===== src/hw/rcs_pkg.sv =====
// Constants and types for the radiometer commutator sequencer
package rcs_pkg;
    // Address register: two 2-stage Johnson counters
    localparam int JC_W = 2;
    localparam int EN_W = 4;
    localparam logic [JC_W-1:0] JC_S0 = 2'h0;
    localparam logic [JC_W-1:0] JC_S1 = 2'h1;
    localparam logic [JC_W-1:0] JC_S2 = 2'h3;
    localparam logic [JC_W-1:0] JC_S3 = 2'h2;
    localparam int IDX_W = 4;
    localparam logic [IDX_W-1:0] IDX_LAST = 4'hF;
    // Power-up state: last address, video half (frame state 32)
    localparam logic [JC_W-1:0] MEM_RST = JC_S3;
    localparam logic [JC_W-1:0] GRP_RST = JC_S3;
    // Power-up hold time
    localparam int POR_HOLD_US = 100000;
    localparam int CLK_MHZ = 200;
    localparam int POR_HOLD_CYC = POR_HOLD_US * CLK_MHZ;
    localparam int POR_CNT_W = 25;
    // Marker divider taps
    localparam int DIV_W = 4;
    localparam int DIV_TAP_300 = 2;
    localparam int DIV_TAP_150 = 3;
    // Input synchroniser lanes
    localparam int SYN_W = 4;
    localparam int SYN_ON = 0;
    localparam int SYN_OFF = 1;
    localparam int SYN_MARK = 2;
    localparam int SYN_SPG = 3;
    // Fixed analog input wiring of each commutator
    localparam int CH_VIDEO = 1;
    localparam int CH_TIME_CODE = 3;
    localparam int CH_GROUND_REF = 15;
    localparam int CH_FULL_SCALE = 16;
    typedef enum logic {RCS_HOLD, RCS_RUN} rcs_mode_t;
endpackage


===== src/hw/rcs_sequencer.sv =====
// Radiometer commutator sequencer: address register, decode, markers, sync level
`timescale 1ns/1ps
// Functional notes
// Two isolated 16-input commutators, shared addressing
// Video alternates with each telemetry input
// Video held through housing scan each frame
// Three-level switch tree decoded from address
// Telemetry needs path, group, member; exclusive
// Group on eight states, member two
// Four flip-flops, two 2-stage Johnson counters
// Address times latch level gives 32 states
// Latch set by on, cleared by off
// Radiometer supplies on/off timing signals
// Members from one counter, groups other
// Video frame select decodes timing state 2
// Old channel off before new one on
// Power-up forces state 32 about 100 ms; code holds only the address, the latch still follows on/off
// Reset asynchronous; advancing resumes after release
// Input 16 full scale, input 15 ground
// Divider makes 300 Hz, 150 Hz from 2.4 kHz
// 300 Hz to IR, 150 Hz to visible
// Time code on input 3 every frame
// Sync output ground when input high
// One address step per latch rising edge
module rcs_sequencer #(
    parameter int POR_HOLD_CYCLES = rcs_pkg::POR_HOLD_CYC
) (
    // Clock and reset
    input wire logic ref_clk,
    input wire logic reset_n,
    // Radiometer timing pins
    input wire logic telemetry_window_begin,
    input wire logic video_window_begin,
    // Marker reference and sync gate pins
    input wire logic marker_ref_2k4,
    input wire logic sync_pulse_gate_out,
    // Switch tree drive, common to both commutators
    output logic [rcs_pkg::EN_W-1:0] group_en_q,
    output logic [rcs_pkg::EN_W-1:0] member_en_q,
    output logic tlm_path_en_q,
    output logic video_path_en_q,
    output logic frame_cal_sel_q,
    // Markers and sync level
    output logic marker_ir_q,
    output logic marker_vis_q,
    output logic sync_neg_drive_q
);
    import rcs_pkg::*;

    localparam int VEC_W = 2 * EN_W + 3;

    ////////////////////////////////////////////////////////////////////////
    // Decode helpers
    function automatic logic [EN_W-1:0] jc_decode(input logic [JC_W-1:0] s);
        // Two-input gates per enable
        jc_decode[0] = !s[1] && !s[0];
        jc_decode[1] = !s[1] && s[0];
        jc_decode[2] = s[1] && s[0];
        jc_decode[3] = s[1] && !s[0];
    endfunction

    function automatic logic [1:0] jc_index(input logic [JC_W-1:0] s);
        case (s)
            JC_S0: jc_index = 2'h0;
            JC_S1: jc_index = 2'h1;
            JC_S2: jc_index = 2'h2;
            default: jc_index = 2'h3;
        endcase
    endfunction

    ////////////////////////////////////////////////////////////////////////
    // Input synchronisers
    logic [SYN_W-1:0] sync1_q;
    logic [SYN_W-1:0] sync1_d;
    logic [SYN_W-1:0] sync2_q;
    logic [SYN_W-1:0] sync2_d;
    logic [SYN_W-1:0] pins;
    logic on_s, off_s, mark_s, spg_s;

    assign pins = {sync_pulse_gate_out, marker_ref_2k4, video_window_begin, telemetry_window_begin};

    // Pins are asynchronous: only the second stage is read
    always_comb begin
        sync1_d = pins;
        sync2_d = sync1_q;
    end

    always_ff @(posedge ref_clk or negedge reset_n) begin
        if (!reset_n) begin
            sync1_q <= '0;
            sync2_q <= '0;
        end else begin
            sync1_q <= sync1_d;
            sync2_q <= sync2_d;
        end
    end

    assign on_s = sync2_q[SYN_ON];
    assign off_s = sync2_q[SYN_OFF];
    assign mark_s = sync2_q[SYN_MARK];
    assign spg_s = sync2_q[SYN_SPG];

    ////////////////////////////////////////////////////////////////////////
    // Advance latch, power-up hold, address register
    logic advance_latch_q, advance_latch_d;
    logic latch_prev_q, latch_prev_d;
    rcs_mode_t mode_q, mode_d;
    logic [POR_CNT_W-1:0] por_cnt_q, por_cnt_d;
    logic [JC_W-1:0] addr_mem_q, addr_mem_d;
    logic [JC_W-1:0] addr_grp_q, addr_grp_d;
    logic advance;
    logic hold_done;
    logic [IDX_W-1:0] addr_idx;

    assign advance = advance_latch_q && !latch_prev_q && (mode_q == RCS_RUN);
    assign addr_idx = {jc_index(addr_grp_q), jc_index(addr_mem_q)};
    // Hold counted in ref_clk cycles in place of a charge time
    assign hold_done = por_cnt_q >= POR_CNT_W'(POR_HOLD_CYCLES - 1);

    always_comb begin
        // Off dominates a simultaneous on
        advance_latch_d = advance_latch_q;
        if (off_s) begin
            advance_latch_d = 1'b0;
        end else if (on_s) begin
            advance_latch_d = 1'b1;
        end
        latch_prev_d = advance_latch_q;
        mode_d = mode_q;
        por_cnt_d = por_cnt_q;
        case (mode_q)
            RCS_HOLD: begin
                if (hold_done) begin
                    mode_d = RCS_RUN;
                end else begin
                    por_cnt_d = por_cnt_q + 1'b1;
                end
            end
            RCS_RUN: mode_d = RCS_RUN;
            default: mode_d = RCS_HOLD;
        endcase
        addr_mem_d = addr_mem_q;
        addr_grp_d = addr_grp_q;
        if (advance) begin
            // Both counters clocked together; group steps on member wrap
            addr_mem_d = {addr_mem_q[0], !addr_mem_q[1]};
            if (addr_mem_q == JC_S3) begin
                addr_grp_d = {addr_grp_q[0], !addr_grp_q[1]};
            end
        end
    end

    always_ff @(posedge ref_clk or negedge reset_n) begin
        if (!reset_n) begin
            advance_latch_q <= 1'b0;
            latch_prev_q <= 1'b0;
            mode_q <= RCS_HOLD;
            por_cnt_q <= '0;
            addr_mem_q <= MEM_RST;
            addr_grp_q <= GRP_RST;
        end else begin
            advance_latch_q <= advance_latch_d;
            latch_prev_q <= latch_prev_d;
            mode_q <= mode_d;
            por_cnt_q <= por_cnt_d;
            addr_mem_q <= addr_mem_d;
            addr_grp_q <= addr_grp_d;
        end
    end

    ////////////////////////////////////////////////////////////////////////
    // Switch tree decode with break-before-make
    // Both commutators take the same enables; analog wiring fixes
    // CH_VIDEO, CH_TIME_CODE, CH_GROUND_REF and CH_FULL_SCALE
    logic [VEC_W-1:0] sel, drv_q, drv_d;
    logic sel_video, sel_cal;

    assign sel_video = !advance_latch_q;
    assign sel_cal = sel_video && (addr_idx == '0);

    assign sel = {sel_cal, sel_video, advance_latch_q, jc_decode(addr_grp_q), jc_decode(addr_mem_q)};

    // Any change passes through one all-off cycle
    always_comb begin
        drv_d = sel;
        if ((drv_q != '0) && (drv_q != sel)) begin
            drv_d = '0;
        end
    end

    always_ff @(posedge ref_clk or negedge reset_n) begin
        if (!reset_n) begin
            drv_q <= '0;
        end else begin
            drv_q <= drv_d;
        end
    end

    assign frame_cal_sel_q = drv_q[VEC_W-1];
    assign video_path_en_q = drv_q[VEC_W-2];
    assign tlm_path_en_q = drv_q[VEC_W-3];
    assign group_en_q = drv_q[2*EN_W-1:EN_W];
    assign member_en_q = drv_q[EN_W-1:0];

    ////////////////////////////////////////////////////////////////////////
    // Marker divider and sync level conditioner
    logic mark_prev_q, mark_prev_d;
    logic [DIV_W-1:0] div_q, div_d;
    logic sync_neg_d;
    logic mark_edge;

    assign mark_edge = mark_s && !mark_prev_q;

    always_comb begin
        mark_prev_d = mark_s;
        div_d = div_q;
        if (mark_edge) begin
            div_d = div_q + 1'b1;
        end
        sync_neg_d = !spg_s;
    end

    always_ff @(posedge ref_clk or negedge reset_n) begin
        if (!reset_n) begin
            mark_prev_q <= 1'b0;
            div_q <= '0;
            sync_neg_drive_q <= 1'b0;
        end else begin
            mark_prev_q <= mark_prev_d;
            div_q <= div_d;
            sync_neg_drive_q <= sync_neg_d;
        end
    end

    assign marker_ir_q = div_q[DIV_TAP_300];
    assign marker_vis_q = div_q[DIV_TAP_150];
endmodule


===== config.mk =====
export PLATFORM = sky130hd
export DESIGN_NAME = rcs_sequencer
export DESIGN_NICKNAME = d
export VERILOG_FILES = /design/src/hw/rcs_pkg.sv /design/src/hw/rcs_sequencer.sv
export SDC_FILE = /design/constraint.sdc
export NUM_CORES = 1
export LEC_CHECK = 0
export BUFFER_PORTS_ARGS = -buffer_cell sky130_fd_sc_hd__buf_2
export CAP_MARGIN = 30
export CORE_ASPECT_RATIO = 1.75
export CORE_MARGIN = 3
export CORE_UTILIZATION = 40
export CTS_BUF_LIST = sky130_fd_sc_hd__clkbuf_8
export DETAILED_ROUTE_END_ITERATION = 12
export SYNTH_ARGS = -nofsm -noshare
export SYNTH_HDL_FRONTEND = slang
export SYNTH_SLANG_ARGS = --single-unit

===== constraint.sdc =====
create_clock -name ref_clk -period 2.29 [get_ports ref_clk]
set_clock_uncertainty 0.05 [all_clocks]
set_input_delay 0.229 -clock ref_clk [delete_from_list [all_inputs] [get_ports ref_clk]]
set_output_delay 0.229 -clock ref_clk [all_outputs]
set_load 0.005 [all_outputs]

## Yosys cells after proc, flatten, opt, wreduce, memory -nomap -nowiden

Index checks and enable logic that the tools add are counted.

- Flip-flop bits (word level): 57
- Memory bits (read-only): 0
- Logic and storage cells: 58
- Bits in writable memories: 0
- Bits in latches: 0
- Memories kept: 0
- Output and inout bits: 14
- Bits of input ports: 6

- $lt $le $gt $ge: 1
- Multiply operators: 0
- Multiplexer cells: 7
- Bitwise gates (word level): 2
- Reduce and logical (&&, ||, !) cells: 28
- $add $sub $neg: 2
- Equal/unequal tests: 6
- Shift operators: 0
- Div/mod/pow operators: 0

Operators with widths:

| cell | count |
|---|---|
| $add A25 B1 Y25 const B | 1 |
| $ge A25 B25 Y1 const B | 1 |
| $logic_and A1 B1 Y1 | 13 |
| $pmux W2 S3 | 2 |
| $mux W11 | 1 |
| $ne A11 B11 Y1 | 1 |
| $reduce_bool A11 Y1 | 1 |
| $logic_not A1 Y1 | 8 |
| $eq A2 B2 Y1 const B | 3 |
| $add A4 B1 Y4 const B | 1 |
| $eq A2 B1 Y1 const B | 2 |
| $logic_not A2 Y1 | 2 |
| $logic_not A4 Y1 | 1 |
| $reduce_and A2 Y1 | 2 |
| $mux W1 | 3 |
| $not A1 Y1 | 2 |
| $pmux W1 S2 | 1 |
| $reduce_bool A2 Y1 | 1 |

## Logic depth before layout (Yosys ltp)

- Depth after elaboration: 7
- Gate-level depth with buffers: 9
- Mapped depth without buffers: 8

## Least setup slack after synthesis

OpenSTA, ideal clock, no wires.

- Kind: reg-to-reg
- From: register por_cnt_q[0]
- To: register por_cnt_q[11]
- Buffers on the path: 2
- Arrival: 1.779 ns
- Path slack: 0.337 ns
- Data required time: 2.116 ns
- Clock period less this slack: 1.953 ns
- Setup time: 0.124 ns
- Cell stages (with the launch flop): 10
- Cells stage by stage: dfrtp_1 -> ha_1 -> and3_1 -> nor2b_1 -> buf_6 -> a31oi_1 -> o21a_2 -> buf_6 -> nand4_1 -> xnor2_1

- Longest elaborated chain between the ends: 3
- Elaborated cells on any way between the ends: 4
- Classes of those cells: add/sub: 1; order compare: 1; bitwise: 1; reduce/logical: 1

RTL lines:

| item | RTL line | source |
|---|---|---|
| start: declaration | rcs_sequencer.sv:108 | `logic [POR_CNT_W-1:0] por_cnt_q, por_cnt_d;` |
| start signal: assignment | rcs_sequencer.sv:165 | `por_cnt_q <= por_cnt_d;` |
| $ge A25 B25 Y1 | rcs_sequencer.sv:118 | `assign hold_done = por_cnt_q >= POR_CNT_W'(POR_HOLD_CYCLES - 1);` |
| $not A1 Y1 (no source line) | -- |  |
| $reduce_and A2 Y1 (no source line) | -- |  |

Parallel ways exist; a longest one is shown, timed or not.
A chain may end at the register's enable or synchronous reset.

## Worst setup path after layout

- From: register por_cnt_q[0]
- To: register por_cnt_q[12]

The elaborated chain is that of the path after synthesis.

==> summary.txt <==
Yosys
  – Largest area contributor in the netlist: dfrtp_1
  – Synth Flop Type: dfrtp_1
  – Post-synth top area share: a little under three fifths
  – Asr flop ratio synth: between 90% and 100%
  – Warnings from Yosys: 0
  – Average size of a mapped cell: 11.4 um^2
  – Mapped Area: between 0.002 and 0.0025 mm^2
  – Seq/Total Area, Yosys: 57.4%
  – Flops & latches, synth: 57
  – Distinct cells, synth: 45
  – Post-synth EDFFs: 0
  – Mapped Nets: around 230
  – Cells after Synth: 219
  – Largest cells by area after synthesis: dfrtp_1 55%, xnor2_1 8.1%, nand4_1 3.3%

Placed design
  – Placed cell areas: 0.00270 mm^2
  – DP Wirelength: between 3 and 4 mm
  – Pre-CTS setup slack: 0.106 ns
  – Buffers added on ports: 19
  – GPL Wtd Cong: 0.766

Worst setup path
  – Worst Path Buf+Inv: 1
  – Startpoint types: flip-flop
  – CP max-delay cell: dfrtp_1
  – Reg2reg end: por_cnt_q[12]
  – Worst setup EP type: flip-flop
  – Worst path top cell family by delay: simple AND/OR/NAND/NOR gates
  – Slowest stage delay, CP: between 0.4 and 0.5 ns
  – CP Data Arrival Time: 2.32 ns
  – R2r startpoint: por_cnt_q[0]
  – WP data required: 2.49 ns
  – CP max FO: 16
  – R2R depth: 8
  – Setup CP Type: flip-flop to flip-flop
  – Critical-path cell list: ha_1 > and3_1 > nor2b_1 > a31oi_1 > o21a_2 > buf_12 > and4b_1 > xor2_1
  – R2R Setup Slk: 0.17 ns

Detailed routing
  – Drt first pass iters: 2
  – DR iter-0 viols: 56
  – Detailed-route via count: 1,707
  – Wire length per cell: 13.2 um
  – DRC: 0
  – WL final: ~4.5 mm
  – Via density: 5.04
  – Final ANT Viol Nets: 0

Outcome
  – Outcome: finished clean

Timing
  – Crit path setup slack, layout: approximately 0.17 ns
  – Tcrit/Tclk final: 92.4%
  – Max transition margin: 59.7%
  – Fin Setup TNS: 0 ns
  – Final min period: roughly 2.1 ns
  – RSZ-0062 raised after global routing: no
  – Pins Over Slew Limit: 0
  – # setup viols final: 0
  – Final hold violation count: 0
  – Achievable Freq: 472 MHz
  – Worst Tran Pin Value: about 0.61 ns

Die
  – Die Wd: 65.6 um
  – IO Pins: 20
  – CORE AREA: 0.00597 mm^2
  – Initial core utilization: 41.7%
  – Die Area: 0.00724 mm^2
  – Num rows: 37
  – Die height: 110 um

Power and ir drop
  – Power Density: 741 mW/mm^2
  – VDD IR max: 0.000255 V
  – Leakage: roughly 0.0013 uW
  – Tot Pwr: 2160 uW

GRT
  – Pin count of the biggest net entering global routing: 29
  – Vias in the first global route: 1,743
  – Grt total ovfl: 0
  – First-pass GRT wire length: slightly below 8 mm
  – Global Route Usage Sum: 14.3%
  – Antenna violations before repair: 0

Clocking
  – CTS buffer count: 9
  – Clk sink count: 57
  – Worst-skew pair later-pin latency: about 0.33 ns
  – Setup bufs post-CTS: 0
  – Root Buffer Master: clkbuf_8
  – H-tree levels: 3
  – Clock slew at the register clock pins of the worst setup and hold paths: 0.06 ns
  – CTS tree: done
  – Clock Tree Buf Depth: 2

Hold path
  – Hold endpoint: sync2_q[3]
  – Min-delay src: sync1_q[3]
  – Hold Path Class: flip-flop to flip-flop
  – Min-Delay Path Depth: 0

Finish
  – Most common cell after layout, fill and taps aside: dfrtp_1
  – N_diodes: 0
  – Design area: 0.00292 mm^2
  – Most frequent cells in the layout: 55 x dfrtp_1, 23 x xnor2_1, 19 x buf_2
  – Final layout net count: 264
  – Share of layout cells above drive strength 1: around 21%
  – Layout area overhead: 17.1%

Run
  – Maxcap violations: 0
## stage by stage
stage	instances	utilization (%)	hold WS, ns
after global routing	339	48.8	0.304
final	339	48.8	0.292
after detailed placement	318	45.3	0.227
after CTS	339	48.7	0.294
after global placement	318	45.3	0.221
after floorplan	219	-	-0.117
## report_power, final
group | internal, uW | switching [uW]
Sequential | 1090 | 67.3
Clock | 372 | 364
Combinational | 133 | 131
Total | 1600 | 563
## cells by family (layout without fill, tap and decap cells)
family,after synthesis,after routing,synth area share [%]
flops,57,57,57.4
simple gates,90,90,20.9
compound gates,24,24,6.13
mux,3,3,1.36
buf+inv,15,57,3.42
xor+xnor,28,28,9.85
fa+ha+maj,2,2,1.00
## synthesized netlist by cell type (all sizes together) (4+ instances only)
cell type,instances
buf,6
dfrtp,55
nand2,14
nand4,13
inv,9
xnor2,23
xor2,5
nor2b,4
o21ai,7
nand3,13
nor2,17
a21oi,4
nor3,7
## repair_timing
action | 4_1_cts | 5_1_grt
hold buffers | 5 | 0
resized for setup | 0 | 1
setup endpoints to repair | 0 | 9
endpoints found under the hold margin | 29 | 0
## registers in the layout (all words and copies together), names as in the netlist
register and count:
por_cnt_q 25, drv_q 11, div_q 4, sync1_q 4
sync2_q 4, addr_grp_q 2, addr_mem_q 2, advance_latch_q 1
latch_prev_q 1, mark_prev_q 1, mode_q 1, sync_neg_drive_q 1
## per-layer routing
metal	track usage, %	routed length (um)	vias to the layer above
met3	3.96	119	9
met5	0	0	-
met1	15.3	1780	843
li1	-	-	835
met2	24.8	2470	20
met4	8.31	108	0
## final cells by class
class | instances | area, um^2
sequential | 57 | 1430
tap | 78 | 97.6
multi-input combinational | 147 | 982
inverter | 9 | 33.8
timing repair buffer | 32 | 218
clock buffer | 9 | 124
fill | 557 | 3060
clock inverter | 7 | 31.3
## worst register-to-register path: stages (launching register included)
cell     delay [ns]
dfrtp_1        0.42
ha_1           0.22
and3_1         0.21
nor2b_1        0.15
a31oi_1        0.17
o21a_2         0.28
buf_12         0.17
and4b_1        0.21
xor2_1         0.14
## how the worst max path moves through the flow
stage                        startpoint             to  slack, ns  cells past startpoint
final                      por_cnt_q[0]  por_cnt_q[12]       0.17                      8
after global routing      por_cnt_q[15]  por_cnt_q[12]       0.05                      7
after CTS                 addr_mem_q[1]       drv_q[8]       0.08                      6
after detailed placement  addr_mem_q[1]       drv_q[8]       0.11                      6
after global placement    addr_mem_q[1]       drv_q[3]       0.15                      6
after floorplan            por_cnt_q[0]  por_cnt_q[11]       0.34                      9
Power figures use the tool's default switching activity.
